$ cat src/common/adcts_pkg.sv
// constants and register layout for the converter timing and input select block
package adcts_pkg;
  // register byte addresses on the apb slave
  localparam logic [11:0] ADCTS_OFF_TIMING = 12'h000;
  localparam logic [11:0] ADCTS_OFF_CHSEL  = 12'h004;
  localparam logic [11:0] ADCTS_OFF_SCAN   = 12'h008;
  localparam logic [11:0] ADCTS_OFF_MODE   = 12'h00C;
  localparam logic [11:0] ADCTS_OFF_STATUS = 12'h010;
  // timing control fields
  localparam int ADCTS_SRC_BIT   = 15;
  localparam int ADCTS_AUTO_SAMPLE_PERIODS_LSB  = 8;
  localparam int ADCTS_AUTO_SAMPLE_PERIODS_W    = 5;
  localparam int ADCTS_DIV_LSB   = 0;
  localparam int ADCTS_DIV_W     = 8;
  localparam logic [15:0] ADCTS_TIMING_MASK = 16'h9FFF;
  // mode register fields
  localparam int ADCTS_MODE_12B_BIT = 0;
  localparam int ADCTS_MODE_OA_LSB  = 1;
  localparam int ADCTS_MODE_CMP_LSB = 4;
  localparam int ADCTS_NUM_OA       = 3;
  localparam int ADCTS_NUM_CMP      = 4;
  // number of analog inputs physically present
  localparam int ADCTS_NUM_AN       = 9;
  // reset values
  localparam logic [15:0] ADCTS_RST_TIMING = 16'h0000;
  localparam logic [15:0] ADCTS_RST_SCAN   = 16'h0000;
  // analog source codes driven to the multiplexer
  localparam logic [4:0] ADCTS_SRC_AN0  = 5'h00;
  localparam logic [4:0] ADCTS_SRC_OA1  = 5'h11;
  localparam logic [4:0] ADCTS_SRC_OA2  = 5'h12;
  localparam logic [4:0] ADCTS_SRC_OA3  = 5'h13;
  localparam logic [4:0] ADCTS_SRC_NEGATIVE_REFERENCE_LEVEL = 5'h1F;
  localparam logic [4:0] ADCTS_SRC_AN1  = 5'h01;
  localparam logic [4:0] ADCTS_SRC_AN2  = 5'h02;
  localparam logic [4:0] ADCTS_SRC_AN3  = 5'h03;
  localparam logic [4:0] ADCTS_SRC_AN6  = 5'h06;
  localparam logic [31:0] ADCTS_ERR_DATA = 32'h00000000;
endpackage : adcts_pkg

$ cat src/adcts_clkgen.sv
// converter clock period generator and auto-sample counter
`timescale 1ns/1ns
module adcts_clkgen
  import adcts_pkg::*;
(
  input  wire logic                    clk_sys,
  input  wire logic                    srst,
  input  wire logic                    use_rc,
  input  wire logic                    rc_tick,
  input  wire logic [ADCTS_DIV_W-1:0]  divider,
  input  wire logic [ADCTS_AUTO_SAMPLE_PERIODS_W-1:0] auto_sample_periods,
  input  wire logic                    sample_start,
  output logic                         tad_tick,
  output logic                         sampling,
  output logic                         sample_done
);
  logic [ADCTS_DIV_W-1:0]  div_cnt_r;
  logic [ADCTS_AUTO_SAMPLE_PERIODS_W-1:0] smp_cnt_r;
  logic                    sys_tick;

  assign sys_tick = (div_cnt_r == divider);

  // divide by divider + 1; divider is ignored when the rc source runs
  always_ff @(posedge clk_sys) begin
    if (srst || use_rc || sys_tick) begin
      div_cnt_r <= '0;
    end else begin
      div_cnt_r <= div_cnt_r + 8'h01;
    end
  end

  always_ff @(posedge clk_sys) begin
    if (srst) begin
      tad_tick <= 1'b0;
    end else begin
      tad_tick <= use_rc ? rc_tick : sys_tick;
    end
  end

  // sample window counts auto_sample_periods converter periods; zero ends at once
  always_ff @(posedge clk_sys) begin
    if (srst) begin
      sampling    <= 1'b0;
      smp_cnt_r   <= '0;
      sample_done <= 1'b0;
    end else begin
      sample_done <= 1'b0;
      if (sample_start && !sampling) begin
        if (auto_sample_periods == 5'h00) begin
          sample_done <= 1'b1;
        end else begin
          sampling  <= 1'b1;
          smp_cnt_r <= auto_sample_periods;
        end
      end else if (sampling && tad_tick) begin
        if (smp_cnt_r == 5'h01) begin
          sampling    <= 1'b0;
          sample_done <= 1'b1;
        end
        smp_cnt_r <= smp_cnt_r - 5'h01;
      end
    end
  end
endmodule : adcts_clkgen

$ cat src/adcts_mux.sv
// positive input steering for sample channels 1 to 3
`timescale 1ns/1ns
module adcts_mux
  import adcts_pkg::*;
(
  input  wire logic                     ch_sel,
  input  wire logic [ADCTS_NUM_OA-1:0]  oa_en,
  input  wire logic [ADCTS_NUM_CMP-1:0] cmp_en,
  output logic      [4:0]               ch1_src,
  output logic      [4:0]               ch2_src,
  output logic      [4:0]               ch3_src,
  output logic      [7:0]               an_repurposed
);
  function automatic logic [4:0] pick(input logic en, input logic [4:0] oa,
                                      input logic [4:0] an);
    pick = en ? oa : an;
  endfunction : pick

  always_comb begin
    if (ch_sel) begin
      ch1_src = pick(oa_en[0], ADCTS_SRC_OA1, ADCTS_SRC_AN3);
      ch2_src = pick(oa_en[1], ADCTS_SRC_OA2, ADCTS_SRC_AN0);
      ch3_src = pick(oa_en[2], ADCTS_SRC_OA3, ADCTS_SRC_AN6);
    end else begin
      ch1_src = pick(oa_en[1], ADCTS_SRC_OA2, ADCTS_SRC_AN0);
      ch2_src = ADCTS_SRC_AN1;
      ch3_src = ADCTS_SRC_AN2;
    end
  end

  // pins used by op amp or comparator inputs are taken from general use
  always_comb begin
    an_repurposed = 8'h00;
    an_repurposed[0] = oa_en[1] | cmp_en[1];
    an_repurposed[1] = oa_en[1] | cmp_en[1];
    an_repurposed[2] = oa_en[0] | cmp_en[0];
    an_repurposed[3] = oa_en[0] | cmp_en[0];
    an_repurposed[4] = oa_en[0] | cmp_en[0];
    an_repurposed[5] = oa_en[2] | cmp_en[2];
    an_repurposed[6] = oa_en[2] | cmp_en[2];
    an_repurposed[7] = cmp_en[3];
  end
endmodule : adcts_mux

$ cat src/adcts_top.sv
// apb register file and configuration outputs of the converter controller
`timescale 1ns/1ns
// How it works
// - source bit one picks internal rc clock, zero the system-derived clock
// - channel select bit steers channels 1-3 between two input sets
// - in 12-bit single-channel mode the channel select bit reads zero
// - op amp output used when its mode bit is one, else the pin; op amps 1 and 3 only while channel select is one
// - inputs 0-6 repurposed when their comparator or op amp is enabled; input 7 never is, as comparator 4 has no enable bit
// - unimplemented bits, including timing bits 14 and 13, read zero
// - each scan mask bit includes or skips its analog input
// - masked slot without a physical input converts negative reference
module adcts_top
  import adcts_pkg::*;
(
  input  wire logic        clk_sys,
  input  wire logic        srst,
  input  wire logic        psel,
  input  wire logic        penable,
  input  wire logic        pwrite,
  input  wire logic [11:0] paddr,
  input  wire logic [31:0] pwdata,
  input  wire logic [3:0]  pstrb,
  output logic      [31:0] prdata,
  output logic             pready,
  output logic             pslverr,
  input  wire logic        rc_tick,
  input  wire logic        sample_start,
  input  wire logic [3:0]  scan_slot,
  output logic             conv_clock_source_sel,
  output logic             tad_tick,
  output logic             sampling,
  output logic             sample_done,
  output logic      [4:0]  ch1_src,
  output logic      [4:0]  ch2_src,
  output logic      [4:0]  ch3_src,
  output logic      [7:0]  an_repurposed,
  output logic             slot_scanned,
  output logic      [4:0]  slot_src
);
  logic [15:0] timing_r;
  logic [15:0] scan_r;
  logic        ch_sel_r;
  logic [7:0]  mode_r;
  logic        wr_en;
  logic        rd_en;
  logic        hit;
  logic [31:0] rd_nxt;
  logic        ch_sel_eff;
  logic        use_rc;
  logic        tad_w;
  logic        smp_w;
  logic        done_w;
  logic [4:0]  c1_w;
  logic [4:0]  c2_w;
  logic [4:0]  c3_w;
  logic [7:0]  rep_w;

  function automatic logic [15:0] merge16(input logic [15:0] old, input logic [31:0] wd,
                                          input logic [3:0] st);
    merge16 = {st[1] ? wd[15:8] : old[15:8], st[0] ? wd[7:0] : old[7:0]};
  endfunction : merge16

  assign wr_en = psel && penable && pwrite;
  assign rd_en = psel && !penable && !pwrite;
  assign hit = (paddr == ADCTS_OFF_TIMING) || (paddr == ADCTS_OFF_CHSEL) ||
               (paddr == ADCTS_OFF_SCAN) || (paddr == ADCTS_OFF_MODE) ||
               (paddr == ADCTS_OFF_STATUS);
  assign use_rc = timing_r[ADCTS_SRC_BIT];
  // channel select has no storage effect in 12-bit mode
  assign ch_sel_eff = ch_sel_r && !mode_r[ADCTS_MODE_12B_BIT];

  always_ff @(posedge clk_sys) begin
    if (srst) begin
      timing_r <= ADCTS_RST_TIMING;
    end else if (wr_en && paddr == ADCTS_OFF_TIMING) begin
      timing_r <= merge16(timing_r, pwdata, pstrb) & ADCTS_TIMING_MASK;
    end
  end

  always_ff @(posedge clk_sys) begin
    if (srst) begin
      scan_r <= ADCTS_RST_SCAN;
    end else if (wr_en && paddr == ADCTS_OFF_SCAN) begin
      scan_r <= merge16(scan_r, pwdata, pstrb);
    end
  end

  always_ff @(posedge clk_sys) begin
    if (srst) begin
      ch_sel_r <= 1'b0;
    end else if (wr_en && paddr == ADCTS_OFF_CHSEL && pstrb[0]) begin
      // write ignored while the bit is unimplemented
      if (!mode_r[ADCTS_MODE_12B_BIT]) begin
        ch_sel_r <= pwdata[0];
      end
    end else if (mode_r[ADCTS_MODE_12B_BIT]) begin
      ch_sel_r <= 1'b0;
    end
  end

  always_ff @(posedge clk_sys) begin
    if (srst) begin
      mode_r <= 8'h00;
    end else if (wr_en && paddr == ADCTS_OFF_MODE && pstrb[0]) begin
      mode_r <= {1'b0, pwdata[6:0]};
    end
  end

  always_comb begin
    rd_nxt = ADCTS_ERR_DATA;
    if (paddr == ADCTS_OFF_TIMING) begin
      rd_nxt = {16'h0000, timing_r & ADCTS_TIMING_MASK};
    end else if (paddr == ADCTS_OFF_CHSEL) begin
      rd_nxt = {31'h00000000, ch_sel_eff};
    end else if (paddr == ADCTS_OFF_SCAN) begin
      rd_nxt = {16'h0000, scan_r};
    end else if (paddr == ADCTS_OFF_MODE) begin
      rd_nxt = {24'h000000, mode_r};
    end else if (paddr == ADCTS_OFF_STATUS) begin
      rd_nxt = {24'h000000, 5'h00, done_w, smp_w, use_rc};
    end
  end

  // no wait state: data latched in setup, answer in first access cycle
  always_ff @(posedge clk_sys) begin
    if (srst) begin
      prdata  <= 32'h00000000;
      pready  <= 1'b0;
      pslverr <= 1'b0;
    end else begin
      pready  <= psel && !penable;
      pslverr <= psel && !penable && !hit;
      if (rd_en) begin
        prdata <= rd_nxt;
      end
    end
  end

  adcts_clkgen u_clkgen (
    .clk_sys      (clk_sys),
    .srst         (srst),
    .use_rc       (use_rc),
    .rc_tick      (rc_tick),
    .divider      (timing_r[ADCTS_DIV_LSB +: ADCTS_DIV_W]),
    .auto_sample_periods         (timing_r[ADCTS_AUTO_SAMPLE_PERIODS_LSB +: ADCTS_AUTO_SAMPLE_PERIODS_W]),
    .sample_start (sample_start),
    .tad_tick     (tad_w),
    .sampling     (smp_w),
    .sample_done  (done_w)
  );

  adcts_mux u_mux (
    .ch_sel        (ch_sel_eff),
    .oa_en         (mode_r[ADCTS_MODE_OA_LSB +: ADCTS_NUM_OA]),
    .cmp_en        (mode_r[ADCTS_MODE_CMP_LSB +: 3] == 3'h0 ? 4'h0 :
                    {1'b0, mode_r[ADCTS_MODE_CMP_LSB +: 3]}),
    .ch1_src       (c1_w),
    .ch2_src       (c2_w),
    .ch3_src       (c3_w),
    .an_repurposed (rep_w)
  );

  always_ff @(posedge clk_sys) begin
    if (srst) begin
      conv_clock_source_sel <= 1'b0;
      tad_tick              <= 1'b0;
      sampling              <= 1'b0;
      sample_done           <= 1'b0;
      ch1_src               <= 5'h00;
      ch2_src               <= 5'h00;
      ch3_src               <= 5'h00;
      an_repurposed         <= 8'h00;
    end else begin
      conv_clock_source_sel <= use_rc;
      tad_tick              <= tad_w;
      sampling              <= smp_w;
      sample_done           <= done_w;
      ch1_src               <= c1_w;
      ch2_src               <= c2_w;
      ch3_src               <= c3_w;
      an_repurposed         <= rep_w;
    end
  end

  // scan slot lookup for the sequencer
  always_ff @(posedge clk_sys) begin
    if (srst) begin
      slot_scanned <= 1'b0;
      slot_src     <= 5'h00;
    end else begin
      slot_scanned <= scan_r[scan_slot];
      if (32'(scan_slot) >= ADCTS_NUM_AN) begin
        slot_src <= ADCTS_SRC_NEGATIVE_REFERENCE_LEVEL;
      end else begin
        slot_src <= {1'b0, scan_slot};
      end
    end
  end
endmodule : adcts_top

$ cat config.mk
export PLATFORM = sky130hd
export DESIGN_NAME = adcts_top
export DESIGN_NICKNAME = d
export VERILOG_FILES = /design/src/common/adcts_pkg.sv /design/src/adcts_clkgen.sv /design/src/adcts_mux.sv /design/src/adcts_top.sv
export SDC_FILE = /design/constraint.sdc
export NUM_CORES = 1
export LEC_CHECK = 0
export BUFFER_PORTS_ARGS = -buffer_cell sky130_fd_sc_hd__clkbuf_2
export CAP_MARGIN = 5
export CORE_MARGIN = 1
export CORE_UTILIZATION = 28
export DETAILED_ROUTE_END_ITERATION = 8
export GPL_ROUTABILITY_DRIVEN = 0
export MAX_ROUTING_LAYER = met4
export PLACE_DENSITY = 0.47
export SLEW_MARGIN = 30
export SYNTH_ARGS = -nofsm -noshare
export SYNTH_HDL_FRONTEND = slang
export SYNTH_SLANG_ARGS = --single-unit
$ cat constraint.sdc
create_clock -name clk_sys -period 1.9 [get_ports clk_sys]
set_input_delay 0.19 -clock clk_sys [delete_from_list [all_inputs] [get_ports clk_sys]]
set_output_delay 0.19 -clock clk_sys [all_outputs]
set_load 0.005 [all_outputs]
==> results by group, run 1 <==
Yosys
  – Largest family of logic cells by synthesized area: simple AND/OR/NAND/NOR gates
  – Synth Area in Adders: 0.008591
  – Dominant synthesized flop cell: dfxtp_1
  – Post-synth EDFFs: 0
  – Xor/xnor share of the synthesized area: 0.02806
  – FFs w/ async S/R, synth: 0
  – Syn Std Cell Area: 4369 µm²
  – Synth Register Bits: 93
  – Distinct cells, synth: 57
  – Sequential area share after synthesis: 0.4261
  – Ys Warns: 0
  – Post-synthesis mux area share: 0.05556
  – Post-Synth Simple-Gate Area: 0.2300
  – Compound-Gate Fraction of Synth Area: 0.1592
  – Cell count after synthesis: 486
  – Syn avg cell area: 8.990 µm²

Floorplan
  – Rows: 45
  – I/O pin cnt: 126
  – DIE AREA: 16110 µm²
  – Initial Util: 0.2874
  – Die Wd: 126.9 µm
  – DIE HEIGHT: 126.9 µm
  – Core Footprint: 15200 µm²

Clock network
  – Worst-path clk slew: 0.07 ns
  – CTS Root Cell: clkbuf_16
  – Hold buffers post-CTS: 0
  – Resize count post-CTS: 0
  – Clock latency on the worst-skew pair: 0.34 ns
  – Clk buf depth: 2
  – Post-CTS repair timing setup buffer count: 0
  – # H-tree levels: 3
  – TritonCTS buffer count: 9
  – CTS tree: done
  – CTS Sinks: 93

Global route
  – Initial antenna violation count: 0
  – Largest net degree at the start of global routing: 30
  – First-pass GRT wire length: 19090 µm
  – Total gr overflow: 0
  – Vias in the first global route: 3535
  – GRT Util Overall: 0.1577

Route
  – Initial DRC count: 325
  – WL/cell: 15.59 µm
  – Vias: 3744
  – Post-Route WL: 11940 µm
  – Vias per cell: 4.888
  – # DRC: 0
  – Drt pass-1 iters: 5
  – Post-route ant nets: 0

Run
  – Max_cap viols: 0

Timing
  – Final hold vios: 0
  – Final Setup Violations: 0
  – Period utilization: 0.8719
  – WHS: 0.08734 ns
  – RSZ-0062 raised after global routing: false
  – Worst Tran Pin Value: 0.5665 ns
  – Slew HR: 0.6219
  – Final TNS setup: 0 ns
  – Final Critical Period: 1.657 ns
  – Pins Over Slew Limit: 0
  – Setup Skew: 0.006675 ns
  – Max Freq: 603.6 MHz

Critical path
  – Max Fanout on Critical Path: 7
  – Worst path required time: 2.17 ns
  – Startpoint Class: register
  – CP Capture Type: register
  – WS Path Type: reg2reg
  – CP Data Arrival Time: 1.93 ns

Placed design
  – Number of port buffers: 85
  – Placed cell areas: 4941 µm²
  – Hpwl dp: 9326 µm

Power and ir drop
  – Gate power share: 0.063
  – Int Pwr: 3.014 mW
  – Sw frac: 0.2360
  – Max VDD drop: 0.0004144 V
  – Leak Pwr: 2.068 nW
  – Pwr dens: 754.6 nW/µm²
  – Seq pwr share: 0.500
  – Clk pwr share: 0.437
  – Net switching power: 931.3 µW

Cells and area
  – Proportion of layout cells with a drive suffix above 1: 0.2716
  – Cell area after layout: 5229 µm²
  – Area Overhead vs Synth: 19.67%
  – # diodes: 0
  – Fin nets: 635

Hold path
  – Tightest Hold Check Type: in2reg

Status
  – Outcome: finished, final reports clean
final timing paths:
check | startpoint | end | slack (ns) | cells past startpoint
worst min register to register | prdata[15] | prdata[15] | 0.46 | 2
worst max register to register | timing_r[9] | u_clkgen.smp_cnt_r[1] | 0.24 | 4
worst min-delay path | pwdata[14] | scan_r[14] | 0.09 | 3
worst max-delay path | timing_r[9] | u_clkgen.smp_cnt_r[1] | 0.24 | 4
placed cells by master (no fill, tap or decap), types with 3 or more instances in the layout:
| cell type | count |
|---|---|
| dfxtp_1 | 93 |
| clkbuf_2 | 85 |
| nand3_1 | 45 |
| nand2_1 | 40 |
| a21oi_1 | 39 |
| o21ai_0 | 26 |
| buf_4 | 26 |
| nor2_1 | 23 |
| conb_1 | 22 |
| nor3_1 | 20 |
| a31o_2 | 12 |
| nor2b_1 | 10 |
| inv_1 | 9 |
| xnor2_1 | 9 |
| a21o_1 | 9 |
| clkbuf_16 | 9 |
| a31oi_1 | 7 |
| mux2i_1 | 7 |
| and3_1 | 6 |
| nand2b_1 | 6 |
| nand4_1 | 5 |
| xor2_1 | 5 |
| and2_1 | 4 |
| mux4_1 | 4 |
| mux2_2 | 4 |
| clkinvlp_4 | 4 |
| a32oi_1 | 3 |
| nand2_2 | 3 |
| and4_1 | 3 |
| ha_1 | 3 |
power by group through the flow:
stage	Sequential, mW	Combinational, mW	Clock (mW)
2_1_floorplan	2.02	0.156	0
3_3_place_gp	2.02	0.250	0
3_5_place_dp	2.02	0.252	0
4_1_cts	1.97	0.253	1.77
5_1_grt	1.97	0.279	1.87
6_report	1.97	0.250	1.72
registers in the layout (all words and copies together), names as in the netlist, 3 cells and up:
register and flops:
an_repurposed 3, ch1_src 3, ch3_src 3, mode_r 7, prdata 16, scan_r 16
slot_src 5, timing_r 14, u_clkgen.div_cnt_r 8, u_clkgen.smp_cnt_r 5
per-layer routing:
| layer | vias to the layer above | global-route usage | part of all wire |
|---|---|---|---|
| met5 | - | - | 0 |
| met4 | 0 | 0.06303 | 0.018 |
| met3 | 11 | 0.01687 | 0.057 |
| met2 | 127 | 0.2311 | 0.43 |
| met1 | 1728 | 0.2210 | 0.49 |
| li1 | 1878 | - | - |
cells in the mapped netlist, types with 2 or more instances:
library cell | count | area share
dfxtp_1 | 93 | 0.43
nand3_1 | 45 | 0.052
nand2_1 | 40 | 0.034
a21oi_1 | 39 | 0.045
buf_4 | 29 | 0.050
o21ai_0 | 26 | 0.030
nor2_1 | 23 | 0.020
nor3_1 | 20 | 0.023
clkbuf_1 | 14 | 0.012
a31o_2 | 12 | 0.024
nor2b_1 | 10 | 0.014
a21o_1 | 9 | 0.015
inv_1 | 9 | 0.0077
xnor2_1 | 9 | 0.018
a31oi_1 | 7 | 0.010
mux2i_1 | 7 | 0.016
and3_1 | 6 | 0.0086
nand2b_1 | 6 | 0.0086
buf_2 | 5 | 0.0057
buf_6 | 5 | 0.013
nand4_1 | 5 | 0.0072
xor2_1 | 5 | 0.010
and2_1 | 4 | 0.0057
mux2_2 | 4 | 0.010
mux4_1 | 4 | 0.024
a32oi_1 | 3 | 0.0060
and4_1 | 3 | 0.0060
buf_1 | 3 | 0.0026
ha_1 | 3 | 0.0086
nand2_2 | 3 | 0.0043
a31o_1 | 2 | 0.0040
a32o_1 | 2 | 0.0046
nor4_4 | 2 | 0.0097
o2111a_1 | 2 | 0.0052
o211ai_1 | 2 | 0.0034
o21ai_1 | 2 | 0.0023
or3_1 | 2 | 0.0029
or3b_2 | 2 | 0.0040
kinds of logic after synthesis:
family / count (synthesis)
simple gates: 182
compound gates: 111
flops: 93
buf+inv: 66
mux: 16
xor+xnor: 14
fa+ha+maj: 3
other cells: 1
worst max-delay path, cell delays in order (launching register included):
cell     delay (ns)
dfxtp_1        0.30
or4_1          0.58
o21ai_1        0.41
o21ai_0        0.15
a31oi_1        0.15
layout make-up:
class                      instances  area [µm²]
sequential                        93        1862
fill                            1558        9973
tap                              188       235.2
timing repair buffer             111       620.6
clock inverter                     5       35.03
multi-input combinational        348        2186
clock buffer                      11       252.7
inverter                          10       37.54
metrics by stage:
| stage | util | cells | worst slack (ns) | power [mW] |
|---|---|---|---|---|
| CTS | 0.3440 | 766 | 0.2581 | 3.995 |
| global placement | 0.3250 | 750 | 0.1447 | 2.266 |
| global route | 0.3440 | 766 | 0.08717 | 4.121 |
| detailed placement | 0.3250 | 750 | 0.1281 | 2.270 |
| floorplan | - | 507 | 0.3693 | 2.174 |
| finish | 0.3440 | 766 | 0.2434 | 3.946 |
Note: power is estimated with default switching activity, not from simulation.
==> run 2, diff against run 1 <==
--- a/config.mk
+++ b/config.mk
@@ -13,6 +13,7 @@
 export GPL_ROUTABILITY_DRIVEN = 0
 export MAX_ROUTING_LAYER = met4
 export PLACE_DENSITY = 0.47
+export RECOVER_POWER = 50
 export SLEW_MARGIN = 30
 export SYNTH_ARGS = -nofsm -noshare
 export SYNTH_HDL_FRONTEND = slang
==> results by group, run 2 (synthesized netlist as in run 1, its figures left out) <==
Status
  – Outcome: finished, final reports clean

Power and ir drop
  – Int Pwr: 3.013 mW
  – Gate power share: 0.063
  – Seq pwr share: 0.499
  – Sw frac: 0.2371
  – Clk pwr share: 0.438
  – Post-route total power: 3.950 mW
  – Max VDD drop: 0.0004159 V
  – Pwr dens: 758.8 nW/µm²
  – Net switching power: 936.6 µW
  – Leak Pwr: 2.016 nW

Floorplan
  – DIE HEIGHT: 126.9 µm
  – Initial Util: 0.2874
  – Die Wd: 126.9 µm
  – Rows: 45
  – I/O pin cnt: 126
  – DIE AREA: 16110 µm²
  – Core Footprint: 15200 µm²

Critical path
  – Max Fanout on Critical Path: 7
  – Worst-path cell chain: or4_1 -> o21ai_1 -> o21ai_0 -> a31oi_1
  – Max incr delay on CP: 0.57 ns
  – Crit path buffers/inverters: 0
  – CP Capture Type: register
  – Startpoint Class: register
  – WS Path Type: reg2reg
  – CP max stage cell: or4_1
  – Worst path required time: 2.17 ns
  – Cell family with most CP delay: compound AO/OA/AOI/OAI gates
  – CP Data Arrival Time: 1.92 ns

Timing
  – Setup Skew: 0.007539 ns
  – Worst setup margin: 0.2541 ns
  – Worst Tran Pin Value: 0.6550 ns
  – Final Critical Period: 1.646 ns
  – Final hold vios: 0
  – Period utilization: 0.8662
  – RSZ-0062 raised after global routing: false
  – Final Setup Violations: 0
  – Max Freq: 607.6 MHz
  – Final TNS setup: 0 ns
  – Pins Over Slew Limit: 0
  – WHS: 0.08292 ns
  – Slew HR: 0.5600

Route
  – Initial DRC count: 350
  – Post-route ant nets: 0
  – Drt pass-1 iters: 5
  – Vias per cell: 4.924
  – Post-Route WL: 12000 µm
  – # DRC: 0
  – Vias: 3772
  – WL/cell: 15.66 µm

Cells and area
  – Area Overhead vs Synth: 19.13%
  – Proportion of layout cells with a drive suffix above 1: 0.2439
  – Fin nets: 635
  – Most frequent cells in the layout: dfxtp_1 (93), clkbuf_2 (70), nand3_1 (45)
  – Biggest regs: prdata: 16 flops, scan_r: 16 flops, timing_r: 14 flops
  – Fin util: 0.3424
  – # diodes: 0
  – Most common cell after layout, fill and taps aside: dfxtp_1

Clock network
  – TritonCTS buffer count: 9
  – Resize count post-CTS: 0
  – CTS Sinks: 93
  – Worst-path clk slew: 0.07 ns
  – Clock latency on the worst-skew pair: 0.34 ns
  – CTS tree: done
  – CTS Root Cell: clkbuf_16
  – Post-CTS repair timing setup buffer count: 0
  – Clk buf depth: 2
  – Hold buffers post-CTS: 0
  – # H-tree levels: 3

Global route
  – Initial antenna violation count: 0
  – GRT Util Overall: 0.1577
  – First-pass GRT wire length: 19090 µm
  – Total gr overflow: 0
  – Largest net degree at the start of global routing: 30
  – Vias in the first global route: 3535

Placed design
  – Place WS: 0.1281 ns
  – Hpwl dp: 9326 µm
  – Number of port buffers: 85

Hold path
  – Tightest Hold Check Type: in2reg

Run
  – Max_cap viols: 0
==> run 2: layout make-up <==
| type | instances | area [µm²] |
|---|---|---|
| fill | 1569 | 9997 |
| sequential | 93 | 1862 |
| tap | 188 | 235.2 |
| clock inverter | 5 | 35.03 |
| clock buffer | 11 | 252.7 |
| multi-input combinational | 348 | 2181 |
| inverter | 10 | 37.54 |
| timing repair buffer | 111 | 601.8 |
==> run 2: worst min-delay path, delay by kind of cell <==
family,cells,cell delay (ns)
compound gates,1,0.06
buf+inv,1,0.08
simple gates,1,0.06
==> run 2: worst paths after layout <==
| check | start | end | slack [ns] | cells past startpoint |
|---|---|---|---|---|
| hold reg to reg | prdata[7] | prdata[7] | 0.46 | 2 |
| setup reg to reg | timing_r[9] | u_clkgen.smp_cnt_r[1] | 0.25 | 4 |
| hold / removal | pwdata[14] | scan_r[14] | 0.08 | 3 |
| setup / recovery | timing_r[9] | u_clkgen.smp_cnt_r[1] | 0.25 | 4 |
==> run 2: routing by layer <==
| layer | GRT usage | wire (µm) | up-vias | part of all wire |
|---|---|---|---|---|
| li1 | - | - | 1873 | - |
| met1 | 0.2210 | 5986 | 1757 | 0.50 |
| met2 | 0.2311 | 5299 | 130 | 0.44 |
| met3 | 0.01687 | 532 | 12 | 0.044 |
| met4 | 0.06303 | 176 | 0 | 0.015 |
| met5 | - | 0 | - | 0 |
==> run 2: power groups by stage <==
stage	clock network [mW]	logic, mW	registers (mW)
3_5_place_dp	0	0.252	2.02
6_report	1.73	0.249	1.97
2_1_floorplan	0	0.156	2.02
4_1_cts	1.77	0.253	1.97
5_1_grt	1.87	0.277	1.97
3_3_place_gp	0	0.250	2.02
==> run 2: stage by stage <==
step,instances,area (µm²)
floorplan,507,4448
global placement,750,4941
detailed placement,750,4941
CTS,766,5229
global route,766,5205
finish,766,5205
==> run 3, diff against run 2 <==
--- a/config.mk
+++ b/config.mk
@@ -14,6 +14,7 @@
 export MAX_ROUTING_LAYER = met4
 export PLACE_DENSITY = 0.47
 export RECOVER_POWER = 50
+export SKIP_CTS_REPAIR_TIMING = 1
 export SLEW_MARGIN = 30
 export SYNTH_ARGS = -nofsm -noshare
 export SYNTH_HDL_FRONTEND = slang
==> constraint.sdc (replaced) <==
create_clock -name clk_sys -period 1.7 [get_ports clk_sys]
set_input_delay 0.17 -clock clk_sys [delete_from_list [all_inputs] [get_ports clk_sys]]
set_output_delay 0.17 -clock clk_sys [all_outputs]
set_load 0.005 [all_outputs]
==> results by group, run 3 (synthesized netlist as in run 1, its figures left out) <==
Clock network
  – TritonCTS buffer count: 9
  – CTS Root Cell: clkbuf_16
  – Clock latency on the worst-skew pair: 0.34 ns
  – # H-tree levels: 3
  – Clk buf depth: 2
  – Worst-path clk slew: 0.06 ns
  – CTS tree: done
  – CTS Sinks: 93

Cells and area
  – Multi-input gate area: 2168 µm²
  – Fill count: 1645
  – Fin nets: 644
  – Post-route insts no fill: 775
  – # diodes: 0
  – Fin util: 0.3482
  – Proportion of layout cells with a drive suffix above 1: 0.2436
  – Area Overhead vs Synth: 21.16%
  – Most common cell after layout, fill and taps aside: dfxtp_1
  – Cell area after layout: 5294 µm²
  – Most frequent cells in the layout: dfxtp_1 (93), clkbuf_2 (66), nand3_1 (45)
  – Biggest regs: prdata: 16 flops, scan_r: 16 flops, timing_r: 14 flops
  – Sequential cell area: 1862 µm²

Placed design
  – Place WS: -0.08462 ns
  – Number of port buffers: 85
  – Hpwl dp: 9726 µm
  – Placed cell areas: 5034 µm²
  – Dpl cells: 759

Power and ir drop
  – Seq pwr share: 0.479
  – Net switching power: 1.037 mW
  – Max VDD drop: 0.0006150 V
  – Pwr dens: 869.3 nW/µm²
  – Sw frac: 0.2253
  – Leak Pwr: 2.055 nW
  – Clk pwr share: 0.458
  – Gate power share: 0.063
  – Int Pwr: 3.565 mW
  – Post-route total power: 4.602 mW

Floorplan
  – Core Footprint: 15200 µm²
  – I/O pin cnt: 126
  – Initial Util: 0.2874
  – Rows: 45
  – DIE AREA: 16110 µm²
  – Die Wd: 126.9 µm
  – DIE HEIGHT: 126.9 µm

Status
  – Outcome: finished, final reports clean

Critical path
  – Reg2reg start: scan_r[13]
  – Worst path required time: 1.94 ns
  – Max Fanout on Critical Path: 3
  – Startpoint Class: register
  – Worst setup path startpoint: scan_r[13]
  – WS Path Type: reg2reg
  – CP Data Arrival Time: 1.83 ns
  – CP Capture Type: register

Route
  – Vias per cell: 4.908
  – WL/cell: 16.20 µm
  – Vias: 3804
  – Initial DRC count: 292
  – # DRC: 0
  – Post-route ant nets: 0
  – Drt pass-1 iters: 4
  – Post-Route WL: 12560 µm

Timing
  – Period utilization: 0.9346
  – WHS: 0.07559 ns
  – Final Setup Violations: 0
  – RSZ-0062 raised after global routing: false
  – Slew HR: 0.5982
  – Setup Skew: 0.006914 ns
  – Pins Over Slew Limit: 0
  – Final TNS setup: 0 ns
  – Worst Tran Pin Value: 0.5978 ns
  – Final Critical Period: 1.589 ns
  – Max Freq: 629.4 MHz
  – Final hold vios: 0
  – Worst setup margin: 0.1112 ns

Global route
  – Largest net degree at the start of global routing: 28
  – Total gr overflow: 0
  – Initial antenna violation count: 0
  – GRT Util Overall: 0.1643
  – First-pass GRT wire length: 19760 µm
  – Vias in the first global route: 3658

Hold path
  – Worst Min Path Start: pwdata[15]
  – Tightest Hold Check Type: in2reg

Run
  – Max_cap viols: 0
-- run 3: final timing paths --
kind	slack, ns	endpoint	depth (start not counted)
setup reg to reg	0.11	slot_scanned	3
hold reg to reg	0.46	prdata[15]	2
hold / removal	0.08	timing_r[15]	3
setup / recovery	0.11	slot_scanned	3
-- run 3: cell type report --
class | count | share of cell area
well taps | 188 | 0.04443
flip-flops and latches | 93 | 0.3517
repair buffers | 120 | 0.1281
clock buffers | 13 | 0.05105
clock inverters | 3 | 0.008036
inverters | 10 | 0.007091
multi-input cells | 348 | 0.4096
-- run 3: worst max-delay path: stages (launching register included) --
cell	delay [ns]
dfxtp_1	0.35
mux4_1	0.52
mux4_2	0.47
and2_1	0.16
-- run 3: layer usage --
| layer | GRT usage | up-vias | share of wire |
|---|---|---|---|
| met4 | 0.04342 | 0 | 0.0061 |
| li1 | - | 1888 | - |
| met5 | - | - | 0 |
| met2 | 0.2482 | 105 | 0.45 |
| met3 | 0.02995 | 4 | 0.047 |
| met1 | 0.2247 | 1807 | 0.50 |
-- run 3: power groups by stage --
stage	combinational [mW]	sequential, mW	clock, mW
2_1_floorplan	0.174	2.26	0
3_3_place_gp	0.295	2.25	0
3_5_place_dp	0.297	2.25	0
4_1_cts	0.298	2.20	2.15
5_1_grt	0.315	2.20	2.25
6_report	0.289	2.20	2.11
